File: config.mk
export PLATFORM = sky130hd
export DESIGN_NAME = attr_palette_ctrl
export DESIGN_NICKNAME = d
export VERILOG_FILES = /design/src/rtl/attr_palette_pkg.sv /design/src/rtl/attr_palette_ctrl.sv /design/src/rtl/colour_map_mem.sv /design/src/rtl/pix_fifo.sv
export VERILOG_INCLUDE_DIRS = /design/src /design/src/rtl
export SDC_FILE = /design/constraint.sdc
export NUM_CORES = 1
export LEC_CHECK = 0
export ABC_CLOCK_PERIOD_IN_PS = 4000
export BUFFER_PORTS_ARGS = -buffer_cell sky130_fd_sc_hd__buf_4
export CAP_MARGIN = 40
export CORE_MARGIN = 5
export CORE_UTILIZATION = 55
export CTS_CLUSTER_DIAMETER = 30
export DETAILED_ROUTE_END_ITERATION = 8
export HOLD_SLACK_MARGIN = 0.06
export PLACE_DENSITY = 0.76
export SLEW_MARGIN = 10
export SYNTH_ARGS = -nofsm -noshare
export SYNTH_HDL_FRONTEND = slang
export SYNTH_HIERARCHICAL = 1
export SYNTH_SLANG_ARGS = --single-unit
File: constraint.sdc
create_clock -name core_clk -period 4 [get_ports core_clk]
set_input_delay 0.2 -clock core_clk [delete_from_list [all_inputs] [get_ports core_clk]]
set_output_delay 0.2 -clock core_clk [all_outputs]
set_load 0.02 [all_outputs]
File: src/rtl/attr_palette_map.svh
// offsets, field positions, reset values and counts of the attribute palette controller
`ifndef ATTR_PALETTE_MAP_SVH
`define ATTR_PALETTE_MAP_SVH
`define PORT_INDEX_DATA    16'h03c0
`define PORT_DATA_READ     16'h03c1
`define PORT_STATUS_MONO   16'h03ba
`define PORT_STATUS_COLOUR 16'h03da
`define PORT_SEQ_DATA      16'h03c5
`define SEQ_EXT_ATTR_INDEX 8'h83
`define IDX_MODE           5'h10
`define IDX_BORDER         5'h11
`define IDX_PLANE_EN       5'h12
`define IDX_FINE_PAN       5'h13
`define IDX_COLOUR_SEL     5'h14
`define IDX_MAP_LAST       5'h0f
`define INDEX_VIDEO_EN_BIT 5
`define EXT_TOGGLE_BIT     7
`define MODE_GFX_BIT       0
`define MODE_MONO_BIT      1
`define MODE_LINE_GFX_BIT  2
`define MODE_BLINK_BIT     3
`define MODE_PAN_COMPAT_BIT 5
`define MODE_WIDE_PIX_BIT  6
`define MODE_ALT_SRC_BIT   7
`define REG_RESET          8'h00
`define PLANE_EN_RESET     8'h0f
`define LINE_GFX_FIRST     8'hc0
`define LINE_GFX_LAST      8'hdf
`define BLINK_CNT_W        5
`define BLINK_PHASE_BIT    4
`endif

File: src/rtl/attr_palette_pkg.sv
// types shared by the attribute palette controller
`default_nettype none
package attr_palette_pkg;
  typedef logic [7:0] byte_t;
  typedef enum logic [1:0] {PIX_MAPPED, PIX_DIRECT, PIX_BORDER} pix_kind_t;
endpackage : attr_palette_pkg
`default_nettype wire

File: src/rtl/attr_palette_ctrl.sv
// attribute palette controller: host port, colour mapping, blink, panning suppression
// Function
// a 5-bit index field selects the data register for later data accesses
// toggle 0 sends next shared-port access to index, 1 to data registers
// reading display status port clears toggle; host reads it before indexing
// each shared-port write inverts the toggle; reads leave it alone
// shared port reads back the index, read port returns the selected data
// sequencer extension index reads and writes toggle plus index bits
// extension reads never change toggle or index; extension writes load both
// index bit 5 low shows border colour, high shows normal video
// index bit 5 picks palette address source; host writes entries while low
// sixteen 8-bit colour entries at index 00h to 0Fh
// 4-bit colour addresses the entries except in 256-colour mode, bypassed
// video bits 6-7 come from colour-select bits 2-3
// mode bit 7 picks video bits 4-5 source; ignored in 256-colour mode
// mode bit 6 halves shift rate and passes all 8 bits straight out
// pan-compat bit forces panning outputs zero from line compare to retrace
// forced zero pan in 9-dot mode still shifts one pixel left
// blink phase holds 16 frames each, toggling every 16 retraces
// blinking toggles the top palette address bit, entries 0-7 versus 8-F
// 9-dot text with line graphics copies dot 8 to 9 for C0h-DFh
// monochrome four-colour pixels feed planes 0 and 2, plane 1 zero, plane 3 unchanged
// graphics address bit 3 follows plane 3, forced or blinked per table
// text blink alternates foreground and non-intensified background
// reset clears the toggle so the first shared-port write is an index
`include "attr_palette_map.svh"
`default_nettype none
module attr_palette_ctrl #(
  parameter int FIFO_DEPTH = 8
) (
  input  wire logic        core_clk,
  input  wire logic        rstn,
  input  wire logic [15:0] io_addr,
  input  wire logic        io_rd,
  input  wire logic        io_wr,
  input  wire logic [7:0]  io_wdata,
  input  wire logic [7:0]  seq_index,
  output logic      [7:0]  io_rdata,
  output logic             io_rack,
  input  wire logic        pix_valid,
  output logic             pix_ready,
  input  wire logic        pix_de,
  input  wire logic [3:0]  pix_planes,
  input  wire logic [7:0]  pix_byte,
  input  wire logic [7:0]  pix_char,
  input  wire logic [7:0]  pix_attr,
  input  wire logic        pix_dot,
  input  wire logic        pix_ninth,
  input  wire logic        nine_dot,
  input  wire logic        line_compare,
  input  wire logic        vretrace,
  output logic             video_valid,
  input  wire logic        video_ready,
  output logic      [7:0]  video_out,
  output logic      [3:0]  pan_shift_left,
  output logic             pan_shift_right,
  output logic             byte_pan_zero,
  output logic             half_rate_shift
);
  localparam int FW = 31;
  logic                  toggle_r;
  logic [5:0]            index_r;
  attr_palette_pkg::byte_t mode_r;
  attr_palette_pkg::byte_t border_r;
  attr_palette_pkg::byte_t plane_en_r;
  attr_palette_pkg::byte_t fine_pan_r;
  attr_palette_pkg::byte_t csel_r;
  logic                  wr_shared;
  logic                  rd_shared;
  logic                  rd_data;
  logic                  rd_status;
  logic                  ext_hit;
  logic                  data_wr;
  logic                  map_wr;
  logic [3:0]            map_wr_addr;
  logic                  video_en;
  logic [2:0]            rd_sel_r;
  logic                  rd_pend_r;
  attr_palette_pkg::byte_t rd_hold_r;
  logic [FW-1:0]         f_in;
  logic [FW-1:0]         f_out;
  logic                  f_valid;
  logic                  f_pop;
  logic                  f_de;
  logic [3:0]            f_planes;
  logic [7:0]            f_byte;
  logic [7:0]            f_char;
  logic [7:0]            f_attr;
  logic                  f_dot;
  logic                  f_ninth;
  logic                  s1_valid_r;
  attr_palette_pkg::pix_kind_t s1_kind_r;
  logic [7:0]            s1_byte_r;
  logic [3:0]            s1_addr_r;
  logic                  s1_adv;
  attr_palette_pkg::byte_t map_vid;
  attr_palette_pkg::byte_t map_cpu;
  logic [3:0]            pix_addr;
  attr_palette_pkg::pix_kind_t pix_kind;
  logic [`BLINK_CNT_W-1:0] frame_cnt_r;
  logic                  vret_d_r;
  logic                  vret_rise;
  logic                  blink_phase;
  logic                  split_r;
  logic [3:0]            pan_l_nxt;
  logic                  pan_r_nxt;
  logic [3:0]            pan_cnt;

  assign wr_shared = io_wr && (io_addr == `PORT_INDEX_DATA);
  assign rd_shared = io_rd && (io_addr == `PORT_INDEX_DATA);
  assign rd_data   = io_rd && (io_addr == `PORT_DATA_READ);
  assign rd_status = io_rd && ((io_addr == `PORT_STATUS_MONO) ||
                               (io_addr == `PORT_STATUS_COLOUR));
  assign ext_hit   = (io_addr == `PORT_SEQ_DATA) && (seq_index == `SEQ_EXT_ATTR_INDEX);
  assign data_wr   = wr_shared && toggle_r;
  assign video_en  = index_r[`INDEX_VIDEO_EN_BIT];
  // with video enabled the entry address comes from the pixel stream, as on the original
  assign map_wr      = data_wr && (index_r[4:0] <= `IDX_MAP_LAST);
  assign map_wr_addr = video_en ? s1_addr_r : index_r[3:0];

  always_ff @(posedge core_clk or negedge rstn)
  begin
    if (!rstn)
      toggle_r <= 1'b0;
    else if (io_wr && ext_hit)
      toggle_r <= io_wdata[`EXT_TOGGLE_BIT];
    else if (wr_shared)
      toggle_r <= !toggle_r;
    else if (rd_status)
      toggle_r <= 1'b0;
  end

  always_ff @(posedge core_clk or negedge rstn)
  begin
    if (!rstn)
      index_r <= 6'h00;
    else if (io_wr && ext_hit)
      index_r <= io_wdata[5:0];
    else if (wr_shared && !toggle_r)
      index_r <= io_wdata[5:0];
  end

  always_ff @(posedge core_clk or negedge rstn)
  begin
    if (!rstn)
    begin
      mode_r     <= `REG_RESET;
      border_r   <= `REG_RESET;
      plane_en_r <= `PLANE_EN_RESET;
      fine_pan_r <= `REG_RESET;
      csel_r     <= `REG_RESET;
    end
    else if (data_wr)
    begin
      if (index_r[4:0] == `IDX_MODE)
        mode_r <= io_wdata;
      else if (index_r[4:0] == `IDX_BORDER)
        border_r <= io_wdata;
      else if (index_r[4:0] == `IDX_PLANE_EN)
        plane_en_r <= {4'h0, io_wdata[3:0]};
      else if (index_r[4:0] == `IDX_FINE_PAN)
        fine_pan_r <= {4'h0, io_wdata[3:0]};
      else if (index_r[4:0] == `IDX_COLOUR_SEL)
        csel_r <= {4'h0, io_wdata[3:0]};
    end
  end

  // reads answer two edges later so palette entries come out of the memory register
  always_ff @(posedge core_clk or negedge rstn)
  begin
    if (!rstn)
    begin
      rd_pend_r <= 1'b0;
      rd_sel_r  <= 3'h0;
      rd_hold_r <= `REG_RESET;
      io_rack   <= 1'b0;
      io_rdata  <= `REG_RESET;
    end
    else
    begin
      rd_pend_r <= rd_shared || rd_data || (io_rd && ext_hit);
      io_rack   <= rd_pend_r;
      if (rd_shared)
      begin
        rd_sel_r  <= 3'h0;
        rd_hold_r <= {2'h0, index_r};
      end
      else if (io_rd && ext_hit)
      begin
        rd_sel_r  <= 3'h0;
        rd_hold_r <= {toggle_r, 1'b0, index_r};
      end
      else if (rd_data)
      begin
        if (index_r[4:0] <= `IDX_MAP_LAST)
          rd_sel_r <= 3'h1;
        else
          rd_sel_r <= 3'h0;
        if (index_r[4:0] == `IDX_MODE)
          rd_hold_r <= mode_r;
        else if (index_r[4:0] == `IDX_BORDER)
          rd_hold_r <= border_r;
        else if (index_r[4:0] == `IDX_PLANE_EN)
          rd_hold_r <= plane_en_r;
        else if (index_r[4:0] == `IDX_FINE_PAN)
          rd_hold_r <= fine_pan_r;
        else if (index_r[4:0] == `IDX_COLOUR_SEL)
          rd_hold_r <= csel_r;
        else
          rd_hold_r <= `REG_RESET;
      end
      if (rd_pend_r)
        io_rdata <= (rd_sel_r == 3'h1) ? map_cpu : rd_hold_r;
    end
  end

  // frame counter: one blink phase per 16 retraces
  assign vret_rise   = vretrace && !vret_d_r;
  assign blink_phase = frame_cnt_r[`BLINK_PHASE_BIT];
  always_ff @(posedge core_clk or negedge rstn)
  begin
    if (!rstn)
    begin
      vret_d_r    <= 1'b0;
      frame_cnt_r <= '0;
    end
    else
    begin
      vret_d_r <= vretrace;
      if (vret_rise)
        frame_cnt_r <= frame_cnt_r + `BLINK_CNT_W'(1);
    end
  end

  // lower split-screen half: held from line compare to the next retrace
  always_ff @(posedge core_clk or negedge rstn)
  begin
    if (!rstn)
      split_r <= 1'b0;
    else if (line_compare)
      split_r <= 1'b1;
    else if (vret_rise)
      split_r <= 1'b0;
  end

  assign pan_cnt = (mode_r[`MODE_PAN_COMPAT_BIT] && split_r) ? 4'h0 : fine_pan_r[3:0];
  always_comb
  begin
    pan_l_nxt = 4'h0;
    pan_r_nxt = 1'b0;
    if (mode_r[`MODE_WIDE_PIX_BIT])
    begin
      if (pan_cnt[3])
        pan_r_nxt = 1'b1;
      else
        pan_l_nxt = {2'h0, pan_cnt[2:1]};
    end
    else if (nine_dot)
    begin
      if (!pan_cnt[3])
        pan_l_nxt = pan_cnt + 4'h1;
    end
    else if (pan_cnt[3])
      pan_r_nxt = 1'b1;
    else
      pan_l_nxt = pan_cnt;
  end

  always_ff @(posedge core_clk or negedge rstn)
  begin
    if (!rstn)
    begin
      pan_shift_left  <= 4'h0;
      pan_shift_right <= 1'b0;
      byte_pan_zero   <= 1'b0;
      half_rate_shift <= 1'b0;
    end
    else
    begin
      pan_shift_left  <= pan_l_nxt;
      pan_shift_right <= pan_r_nxt;
      byte_pan_zero   <= mode_r[`MODE_PAN_COMPAT_BIT] && (split_r || line_compare);
      half_rate_shift <= mode_r[`MODE_WIDE_PIX_BIT];
    end
  end

  assign f_in = {pix_de, pix_planes, pix_byte, pix_char, pix_attr, pix_dot, pix_ninth};
  assign {f_de, f_planes, f_byte, f_char, f_attr, f_dot, f_ninth} = f_out;

  pix_fifo #(
    .WIDTH (FW),
    .DEPTH (FIFO_DEPTH)
  ) u_fifo (
    .core_clk  (core_clk),
    .rstn      (rstn),
    .in_valid  (pix_valid),
    .in_ready  (pix_ready),
    .in_data   (f_in),
    .out_valid (f_valid),
    .out_ready (!s1_valid_r || s1_adv),
    .out_data  (f_out)
  );

  assign f_pop  = f_valid && (!s1_valid_r || s1_adv);
  assign s1_adv = s1_valid_r && (!video_valid || video_ready);

  // palette address of the popped pixel
  always_comb
  begin
    logic [3:0] pl;
    logic       dot;
    logic [3:0] bg;
    pl       = f_planes & plane_en_r[3:0];
    dot      = f_dot;
    bg       = 4'h0;
    pix_addr = 4'h0;
    pix_kind = attr_palette_pkg::PIX_MAPPED;
    if (!video_en || !f_de)
      pix_kind = attr_palette_pkg::PIX_BORDER;
    else if (mode_r[`MODE_WIDE_PIX_BIT])
      pix_kind = attr_palette_pkg::PIX_DIRECT;
    if (mode_r[`MODE_GFX_BIT])
    begin
      if (mode_r[`MODE_MONO_BIT])
        pl = {pl[3], pl[2], 1'b0, pl[0]};
      pix_addr[2:0] = pl[2:0];
      if (!mode_r[`MODE_BLINK_BIT])
        pix_addr[3] = pl[3];
      else if (!mode_r[`MODE_MONO_BIT])
        pix_addr[3] = pl[3] ? blink_phase : 1'b1;
      else
        pix_addr[3] = blink_phase;
    end
    else
    begin
      if (f_ninth)
        dot = mode_r[`MODE_LINE_GFX_BIT] && nine_dot && (f_char >= `LINE_GFX_FIRST) &&
              (f_char <= `LINE_GFX_LAST) && f_dot;
      bg = mode_r[`MODE_BLINK_BIT] ? {1'b0, f_attr[6:4]} : f_attr[7:4];
      if (mode_r[`MODE_BLINK_BIT] && f_attr[7] && blink_phase)
        dot = 1'b0;
      pix_addr = dot ? f_attr[3:0] : bg;
    end
  end

  colour_map_mem #(
    .WIDTH   (8),
    .ENTRIES (16)
  ) u_map (
    .core_clk  (core_clk),
    .wr_en     (map_wr),
    .wr_addr   (map_wr_addr),
    .wr_data   (io_wdata),
    .vid_rd_en (f_pop),
    .vid_addr  (pix_addr),
    .vid_data  (map_vid),
    .cpu_rd_en (rd_data),
    .cpu_addr  (index_r[3:0]),
    .cpu_data  (map_cpu)
  );

  always_ff @(posedge core_clk or negedge rstn)
  begin
    if (!rstn)
    begin
      s1_valid_r <= 1'b0;
      s1_kind_r  <= attr_palette_pkg::PIX_BORDER;
      s1_byte_r  <= 8'h00;
      s1_addr_r  <= 4'h0;
    end
    else if (f_pop)
    begin
      s1_valid_r <= 1'b1;
      s1_kind_r  <= pix_kind;
      s1_byte_r  <= f_byte;
      s1_addr_r  <= pix_addr;
    end
    else if (s1_adv)
      s1_valid_r <= 1'b0;
  end

  always_ff @(posedge core_clk or negedge rstn)
  begin
    if (!rstn)
    begin
      video_valid <= 1'b0;
      video_out   <= 8'h00;
    end
    else if (s1_adv)
    begin
      video_valid <= 1'b1;
      case (s1_kind_r)
        attr_palette_pkg::PIX_BORDER: video_out <= border_r;
        attr_palette_pkg::PIX_DIRECT: video_out <= s1_byte_r;
        default:
          video_out <= {csel_r[3:2],
                        mode_r[`MODE_ALT_SRC_BIT] ? csel_r[1:0] : map_vid[5:4],
                        map_vid[3:0]};
      endcase
    end
    else if (video_ready)
      video_valid <= 1'b0;
  end

  AST_TOGGLE_FLIP: assert property (@(posedge core_clk) disable iff (!rstn)
    wr_shared |=> toggle_r == !$past(toggle_r))
    else $error("shared port write did not invert toggle");
  AST_TOGGLE_READ: assert property (@(posedge core_clk) disable iff (!rstn)
    (rd_shared || rd_data) && !io_wr |=> $stable(toggle_r))
    else $error("shared port read moved toggle");
  AST_STATUS_CLEAR: assert property (@(posedge core_clk) disable iff (!rstn)
    rd_status && !io_wr |=> !toggle_r)
    else $error("status read did not clear toggle");
  AST_EXT_READ: assert property (@(posedge core_clk) disable iff (!rstn)
    io_rd && ext_hit && !io_wr |=> $stable(toggle_r) && $stable(index_r))
    else $error("extension read changed index or toggle");
  AST_INDEX_LOAD: assert property (@(posedge core_clk) disable iff (!rstn)
    wr_shared && !toggle_r |=> index_r == $past(io_wdata[5:0]))
    else $error("index write lost");
  AST_INDEX_READ: assert property (@(posedge core_clk) disable iff (!rstn)
    rd_shared |-> ##2 io_rack && io_rdata == {2'h0, $past(index_r, 2)})
    else $error("index readback wrong");
  AST_SPLIT_PAN: assert property (@(posedge core_clk) disable iff (!rstn)
    line_compare && mode_r[`MODE_PAN_COMPAT_BIT] && !vret_rise ##1
    mode_r[`MODE_PAN_COMPAT_BIT] && !vret_rise |-> byte_pan_zero)
    else $error("byte panning not forced after line compare");
  AST_BLINK_STEP: assert property (@(posedge core_clk) disable iff (!rstn)
    $changed(blink_phase) |-> $past(vret_rise) && $past(frame_cnt_r[3:0]) == 4'hf)
    else $error("blink phase moved off the 16-frame boundary");
  AST_BYPASS: assert property (@(posedge core_clk) disable iff (!rstn)
    s1_adv && s1_kind_r == attr_palette_pkg::PIX_DIRECT |=> video_out == $past(s1_byte_r))
    else $error("256-colour byte not passed straight");
  COV_DATA_WR: cover property (@(posedge core_clk) disable iff (!rstn) map_wr);
  COV_SPLIT: cover property (@(posedge core_clk) disable iff (!rstn) split_r && vret_rise);
  COV_BLINK: cover property (@(posedge core_clk) disable iff (!rstn) $rose(blink_phase));
  COV_STALL: cover property (@(posedge core_clk) disable iff (!rstn) !pix_ready);
endmodule : attr_palette_ctrl
`default_nettype wire

File: src/rtl/colour_map_mem.sv
// sixteen colour entries, one write port and two registered read ports
`default_nettype none
module colour_map_mem #(
  parameter int WIDTH   = 8,
  parameter int ENTRIES = 16
) (
  input  wire logic                       core_clk,
  input  wire logic                       wr_en,
  input  wire logic [$clog2(ENTRIES)-1:0] wr_addr,
  input  wire logic [WIDTH-1:0]           wr_data,
  input  wire logic                       vid_rd_en,
  input  wire logic [$clog2(ENTRIES)-1:0] vid_addr,
  output logic      [WIDTH-1:0]           vid_data,
  input  wire logic                       cpu_rd_en,
  input  wire logic [$clog2(ENTRIES)-1:0] cpu_addr,
  output logic      [WIDTH-1:0]           cpu_data
);
  logic [WIDTH-1:0] mem_r [ENTRIES];
  always_ff @(posedge core_clk)
  begin
    if (wr_en)
      mem_r[wr_addr] <= wr_data;
    if (vid_rd_en)
      vid_data <= mem_r[vid_addr];
    if (cpu_rd_en)
      cpu_data <= mem_r[cpu_addr];
  end
endmodule : colour_map_mem
`default_nettype wire

File: src/rtl/pix_fifo.sv
// pixel fifo with valid/ready on both sides
`default_nettype none
module pix_fifo #(
  parameter int WIDTH = 31,
  parameter int DEPTH = 8
) (
  input  wire logic             core_clk,
  input  wire logic             rstn,
  input  wire logic             in_valid,
  output logic                  in_ready,
  input  wire logic [WIDTH-1:0] in_data,
  output logic                  out_valid,
  input  wire logic             out_ready,
  output logic      [WIDTH-1:0] out_data
);
  localparam int AW = $clog2(DEPTH);
  logic [WIDTH-1:0] mem_r [DEPTH];
  logic [AW-1:0]    wp_r;
  logic [AW-1:0]    rp_r;
  logic [AW:0]      cnt_r;
  logic             push;
  logic             pop;
  assign in_ready  = (cnt_r != (AW+1)'(DEPTH));
  assign out_valid = (cnt_r != '0);
  assign push      = in_valid && in_ready;
  assign pop       = out_valid && out_ready;
  assign out_data  = mem_r[rp_r];
  always_ff @(posedge core_clk)
  begin
    if (push)
      mem_r[wp_r] <= in_data;
  end
  always_ff @(posedge core_clk or negedge rstn)
  begin
    if (!rstn)
    begin
      wp_r  <= '0;
      rp_r  <= '0;
      cnt_r <= '0;
    end
    else
    begin
      if (push)
        wp_r <= (wp_r == AW'(DEPTH-1)) ? '0 : wp_r + AW'(1);
      if (pop)
        rp_r <= (rp_r == AW'(DEPTH-1)) ? '0 : rp_r + AW'(1);
      cnt_r <= cnt_r + (AW+1)'(push) - (AW+1)'(pop);
    end
  end
endmodule : pix_fifo
`default_nettype wire
# Word level (Yosys, flattened, before mapping)
# Memories as Yosys holds them, arrays and structs flattened. A register that Yosys moved wholly into a read port is not among the register bits.
# Cells that the tools add are included.
[totals]
in_bits = 72
reg_bits = 104
memories = 2
ram_bits = 376
out_inout_bits = 26
[classes]
reduce_logical = 47
n_bitwise = 5
n_mux = 55
add_sub_neg = 6
order_cmp = 3
eq_ne = 17
[memory_table]
columns = ["memory", "depth", "word_bits", "read_ports", "rd_ports_with_merged_regs", "wr", "line_no", "text"]
rows = [
  ["u_fifo.mem_r", 8, 31, 1, 0, 1, "pix_fifo.sv:17", "logic [WIDTH-1:0] mem_r [DEPTH];"],
  ["u_map.mem_r", 16, 8, 2, 2, 1, "colour_map_mem.sv:18", "logic [WIDTH-1:0] mem_r [ENTRIES];"],
]
[ops]
columns = ["cell", "n"]
rows = [
  ["== test 16 x 10 -> 1 bit (second input constant)", 5],
  ["2-to-1 mux 4 bit", 12],
  ["2-to-1 mux 8 bit", 6],
  ["== test 5 bit (second input constant)", 5],
  ["2-to-1 mux 1 bit", 24],
  ["logical AND 1 bit", 22],
  ["2-to-1 mux 3 bit", 6],
  ["one-hot mux 8 bit (2 select lines)", 1],
  ["2-to-1 mux 6 bit", 2],
  ["== test 8 bit (second input constant)", 1],
  ["greater-or-equal comparator 8 bit (second input constant)", 1],
  ["<= comparator 8 bit (second input constant)", 1],
  ["2-to-1 mux 2 bit", 4],
  ["nonzero test 2 bit", 4],
  ["logical OR 1 bit", 7],
  ["adder 3 x 1 -> 3 bit (second input constant)", 2],
  ["== test 3 bit (second input constant)", 2],
  ["zero test 1 bit", 6],
  ["AND reduction 6 bit", 1],
  ["nonzero test 3 bit", 2],
  ["adder 5 x 1 -> 5 bit (second input constant)", 1],
  ["<= comparator 5 x 4 -> 1 bit (second input constant)", 1],
  ["AND reduction 5 bit", 1],
  ["adder 4 x 1 -> 4 bit", 1],
  ["other kinds (12)", 15],
]

# Logic depth before layout (Yosys ltp)
# An unclocked memory read counts as a cell.
[logic_depth]
word_depth = 10
ltp_mapped = 14

# Modules after synthesis
# The synthesis kept the hierarchy.
[by_module_without_submodules]
columns = ["mod", "instances", "area_each_um2", "seq_area_each_um2", "cells_each"]
rows = [
  ["pix_fifo", 1, 10064.7, 7697.4, 415],
  ["colour_map_mem", 1, 6505.0, 4324.1, 307],
  ["attr_palette_ctrl", 1, 4586.9, 2308.5, 441],
]

# Worst setup path before layout
# OpenSTA, ideal clock, no wires.
[synth_path]
path_type = "register to register"
from = "register u_fifo.cnt_r[2]"
to = "memory u_fifo.mem_r[0][0] (enable)"
path_buffers = 0
arrival_time_ns = 3.934
t_required_ns = 3.503
setup_slack_ns = -0.431
path_stages_with_launch = 6
cell_sequence = "dfrtp_1 -> inv_1 -> ha_1 -> or3b_2 -> nand2_2 -> nor4_1"
[synth_between]
elab_chain_cells = 4
[synth_lines]
columns = ["item", "line_no", "text"]
rows = [
  ["start, declared", "pix_fifo.sv:20", "logic [AW:0] cnt_r;"],
  ["start signal, assigned", "pix_fifo.sv:47", "cnt_r <= cnt_r + (AW+1)'(push) - (AW+1)'(pop);"],
  ["!= test 4 bit", "pix_fifo.sv:23", "assign in_ready = (cnt_r != (AW+1)'(DEPTH));"],
  ["via pix_ready", "attr_palette_ctrl.sv:41", "output logic pix_ready,"],
  ["logical AND 1 bit", "pix_fifo.sv:25", "assign push = in_valid && in_ready;"],
  ["2-to-1 mux 1 bit", "pix_fifo.sv:30", "if (push)"],
  ["2-to-1 mux 1 bit (implied by the code)", "pix_fifo.sv:31", "mem_r[wp_r] <= in_data;"],
  ["end, declared", "pix_fifo.sv:17", ""],
]
# The timed path passes the listed nets, and every way through them passes these cells.

# Worst setup path in the final report
[layout_path]
from = "register u_fifo.rp_r[2]"
to = "register u_map.vid_data[0], read port of u_map.mem_r (data pin)"
[layout_between]
elab_cells_between_ends = 20
cone_classes = "order compare: 2; mux: 11; bitwise: 1; reduce/logical: 5; memory: 1"
[layout_rtl]
columns = ["item", "line_no", "text"]
rows = [
  ["start, declared", "pix_fifo.sv:19", "logic [AW-1:0] rp_r;"],
  ["start signal, assigned", "pix_fifo.sv:46", "rp_r <= (rp_r == AW'(DEPTH-1)) ? '0 : rp_r + AW'(1);"],
  ["memory read (8 x 31 bit) (*)", "n/a", ""],
  ["via f_out[29]", "attr_palette_ctrl.sv:81", "logic [FW-1:0] f_out;"],
  ["bitwise AND 4 bit (*)", "attr_palette_ctrl.sv:313", "pl = f_planes & plane_en_r[3:0];"],
  ["2-to-1 mux 4 bit (*)", "attr_palette_ctrl.sv:322", "if (mode_r[`MODE_GFX_BIT])"],
  ["2-to-1 mux 1 bit", "attr_palette_ctrl.sv:330", "pix_addr[3] = pl[3] ? blink_phase : 1'b1;"],
  ["2-to-1 mux 1 bit", "attr_palette_ctrl.sv:329", "else if (!mode_r[`MODE_MONO_BIT])"],
  ["2-to-1 mux 1 bit (*)", "attr_palette_ctrl.sv:327", "if (!mode_r[`MODE_BLINK_BIT])"],
  ["2-to-1 mux 4 bit (*)", "attr_palette_ctrl.sv:322", ""],
  ["via pix_addr[3]", "attr_palette_ctrl.sv:98", "logic [3:0] pix_addr;"],
  ["end, declared", "colour_map_mem.sv:13", "output logic [WIDTH-1:0] vid_data,"],
]
# Mark *: on every way through the listed nets, which the timed path passes. The rest lies on a longest branch. The select of a mux whose other input is x is not followed.
# A chain may end at the register's enable or synchronous reset.

==> reports/metrics.yaml <==
grt_first_pass_wirelength_um: 70500
rows: 68
skew_ns: 0.0232
max-vdd-ir-drop_mv: 0.731
area.growth.synth_to_final_pct: 24.8
min_path_type: "input port to register"
rsz0062_at_grt: "false"
crit_fanout: 21
power_per_cell_area_nw_per_um2: 718
syn_avg_cell_area_um2: 17.7
worst-setup-path-type: "register to register"
portBuffers: 92
finalCritPeriodShare_pct: 94.1
relSlewSlack_pct: 40.4
drtPass1Iterations: 8
cp.arrival_ns: 4.22
nets: 1386
p_leak_nw: 9.06
io_pins: 98
cp-startpoint: "u_fifo/rp_r[2]"
tritoncts: "done"
n_antenna_cell: 0
outcome: "complete, no violations"
grt_max_degree: 61
antenna_found_initial: 0
die_y_um: 198
wl_per_cell_um: 25.5
via_per_inst: 6.17
final.min_clock_period_ns: 3.76
gp_congestion: 0.889
clock_path_buffers: 3
cts_root_buf: "clkbuf_16"
slew_violations: 0
die_area_um2: 39100
synthesis.area_um2: 19400
worst_skew_pair.late_latency_ns: 0.61
cap_violations: 0
cts.sinks: 452
final_common_cell: "edfxtp_1"
tns_ns: 0
min_to: "rd_pend_r"
core_area_um2: 34600
drt_iter0_markers: 1133
dpl.hpwl_um: 26600
hold_start: "io_addr[1]"
dpl_cell_area_um2: 20700
reg2reg_depth: 12
ys_warn_count: 6
r2r_slack_ns: 0.24
drive_gt1_share_pct: 30.8
worstMarginPinSlew_ns: 0.891
final_cell_mix: "edfxtp_1 (350), buf_4 (131), dfrtp_1 (94), clkbuf_16 (85), nand2_1 (74)"
crit_path_start_kind: "register"
worstHoldPathCells: 4
clock.fmax_mhz: 266
overflow: 0
h-tree-depth: 3
die_x_um: 198
track_usage_pct: 24.2
start_util_pct: 55.9
clk_pin_slew_worst_paths_ns: 0.05
design_area_um2: 24200
grt_pass1_vias: 11746
timing.rr.start: "u_fifo/rp_r[2]"
synthesis.nets: 1179
syn_inst: 1092
cp-end-kind: "register"
vias: 11265
r2r_end: "u_map/vid_data[0]"
cp.required_ns: 4.46
drtAntennaViolNets: 0
drc: 0
hold_viol: 0
cts_buffers: 84
routed_wl_um: 46600
setup_viol: 0
-- final cells by class --
cell class / instances / area [um^2]
multi-input cells: 563 / 5890
repair buffers: 182 / 1550
inverters: 16 / 60.1
clock inverters: 68 / 873
clock buffers: 89 / 2160
fillers: 2037 / 10400
well taps: 455 / 569
flip-flops and latches: 452 / 13100
-- state kept, by name, summed over array words and instances, names as in the netlist, 4 cells and up --
signal          count
border_r            8
csel_r              4
fine_pan_r          4
frame_cnt_r         5
index_r             6
io_rdata            8
mode_r              8
pan_shift_left      4
plane_en_r          4
rd_hold_r           8
s1_addr_r           4
s1_byte_r           8
u_fifo/cnt_r        4
u_fifo/mem_r      208
u_map/cpu_data      8
u_map/mem_r       128
u_map/vid_data      6
video_out           8
-- metrics by stage --
| step | util (%) | hold WS [ns] | std cells | setup slack, ns | power [mW] |
|---|---|---|---|---|---|
| 3_5_place_dp | 59.7 | 0.126 | 1622 | 0.241 | 9.85 |
| 2_1_floorplan | - | -0.0956 | 1092 | 0.0594 | 8.80 |
| 5_1_grt | 69.8 | 0.127 | 1825 | 0.0105 | 18.0 |
| 4_1_cts | 69.8 | 0.0617 | 1824 | 0.200 | 17.5 |
| 3_3_place_gp | 59.6 | 0.320 | 1620 | 0.299 | 9.72 |
| 6_report | 69.8 | 0.102 | 1825 | 0.237 | 17.4 |
-- critical path, cell delays in order (launching register included) --
cell	delay, ns
dfrtp_2	0.69
buf_4	0.38
buf_4	0.30
mux4_2	0.34
mux2_2	0.31
a21oi_1	0.15
o21a_1	0.12
o21ai_0	0.08
o31ai_1	0.11
buf_4	0.19
nor2b_1	0.55
a22oi_1	0.25
nand2_1	0.14
-- worst max-delay path by stage --
stage | endpoint | slack (ns) | cells past startpoint
global route | u_map/vid_data[0] | 0.01 | 12
floorplan | u_fifo/mem_r[0][0] | 0.06 | 5
finish | u_map/vid_data[0] | 0.24 | 12
global placement | u_map/vid_data[0] | 0.30 | 10
detailed placement | u_map/vid_data[0] | 0.24 | 10
CTS | u_map/vid_data[0] | 0.20 | 10
-- layer usage --
layer | wire (um) | share of wire [%] | vias up | track usage, %
met4 | 1180 | 2.5 | 0 | 8.90
met2 | 23400 | 50 | 556 | 40.1
met3 | 3770 | 8.1 | 81 | 5.51
li1 | - | - | 4838 | -
met1 | 18200 | 39 | 5790 | 31.8
met5 | 0 | 0 | - | 0
-- what timing repair did --
action | CTS | global route
hold buffers | 45 | 0
setup endpoints to repair | 0 | 2
gates resized for setup | 0 | 1
setup buffers | 0 | 0
endpoints found under the hold margin | 451 | 0
-- where the power goes --
| part | total (mW) | internal (mW) | switching, mW |
|---|---|---|---|
| Combinational | 3.91 | 1.92 | 1.99 |
| Clock | 7.45 | 4.90 | 2.55 |
| Sequential | 6.00 | 5.66 | 0.345 |
| Total | 17.4 | 12.5 | 4.89 |
(Power assumes the default switching activity.)
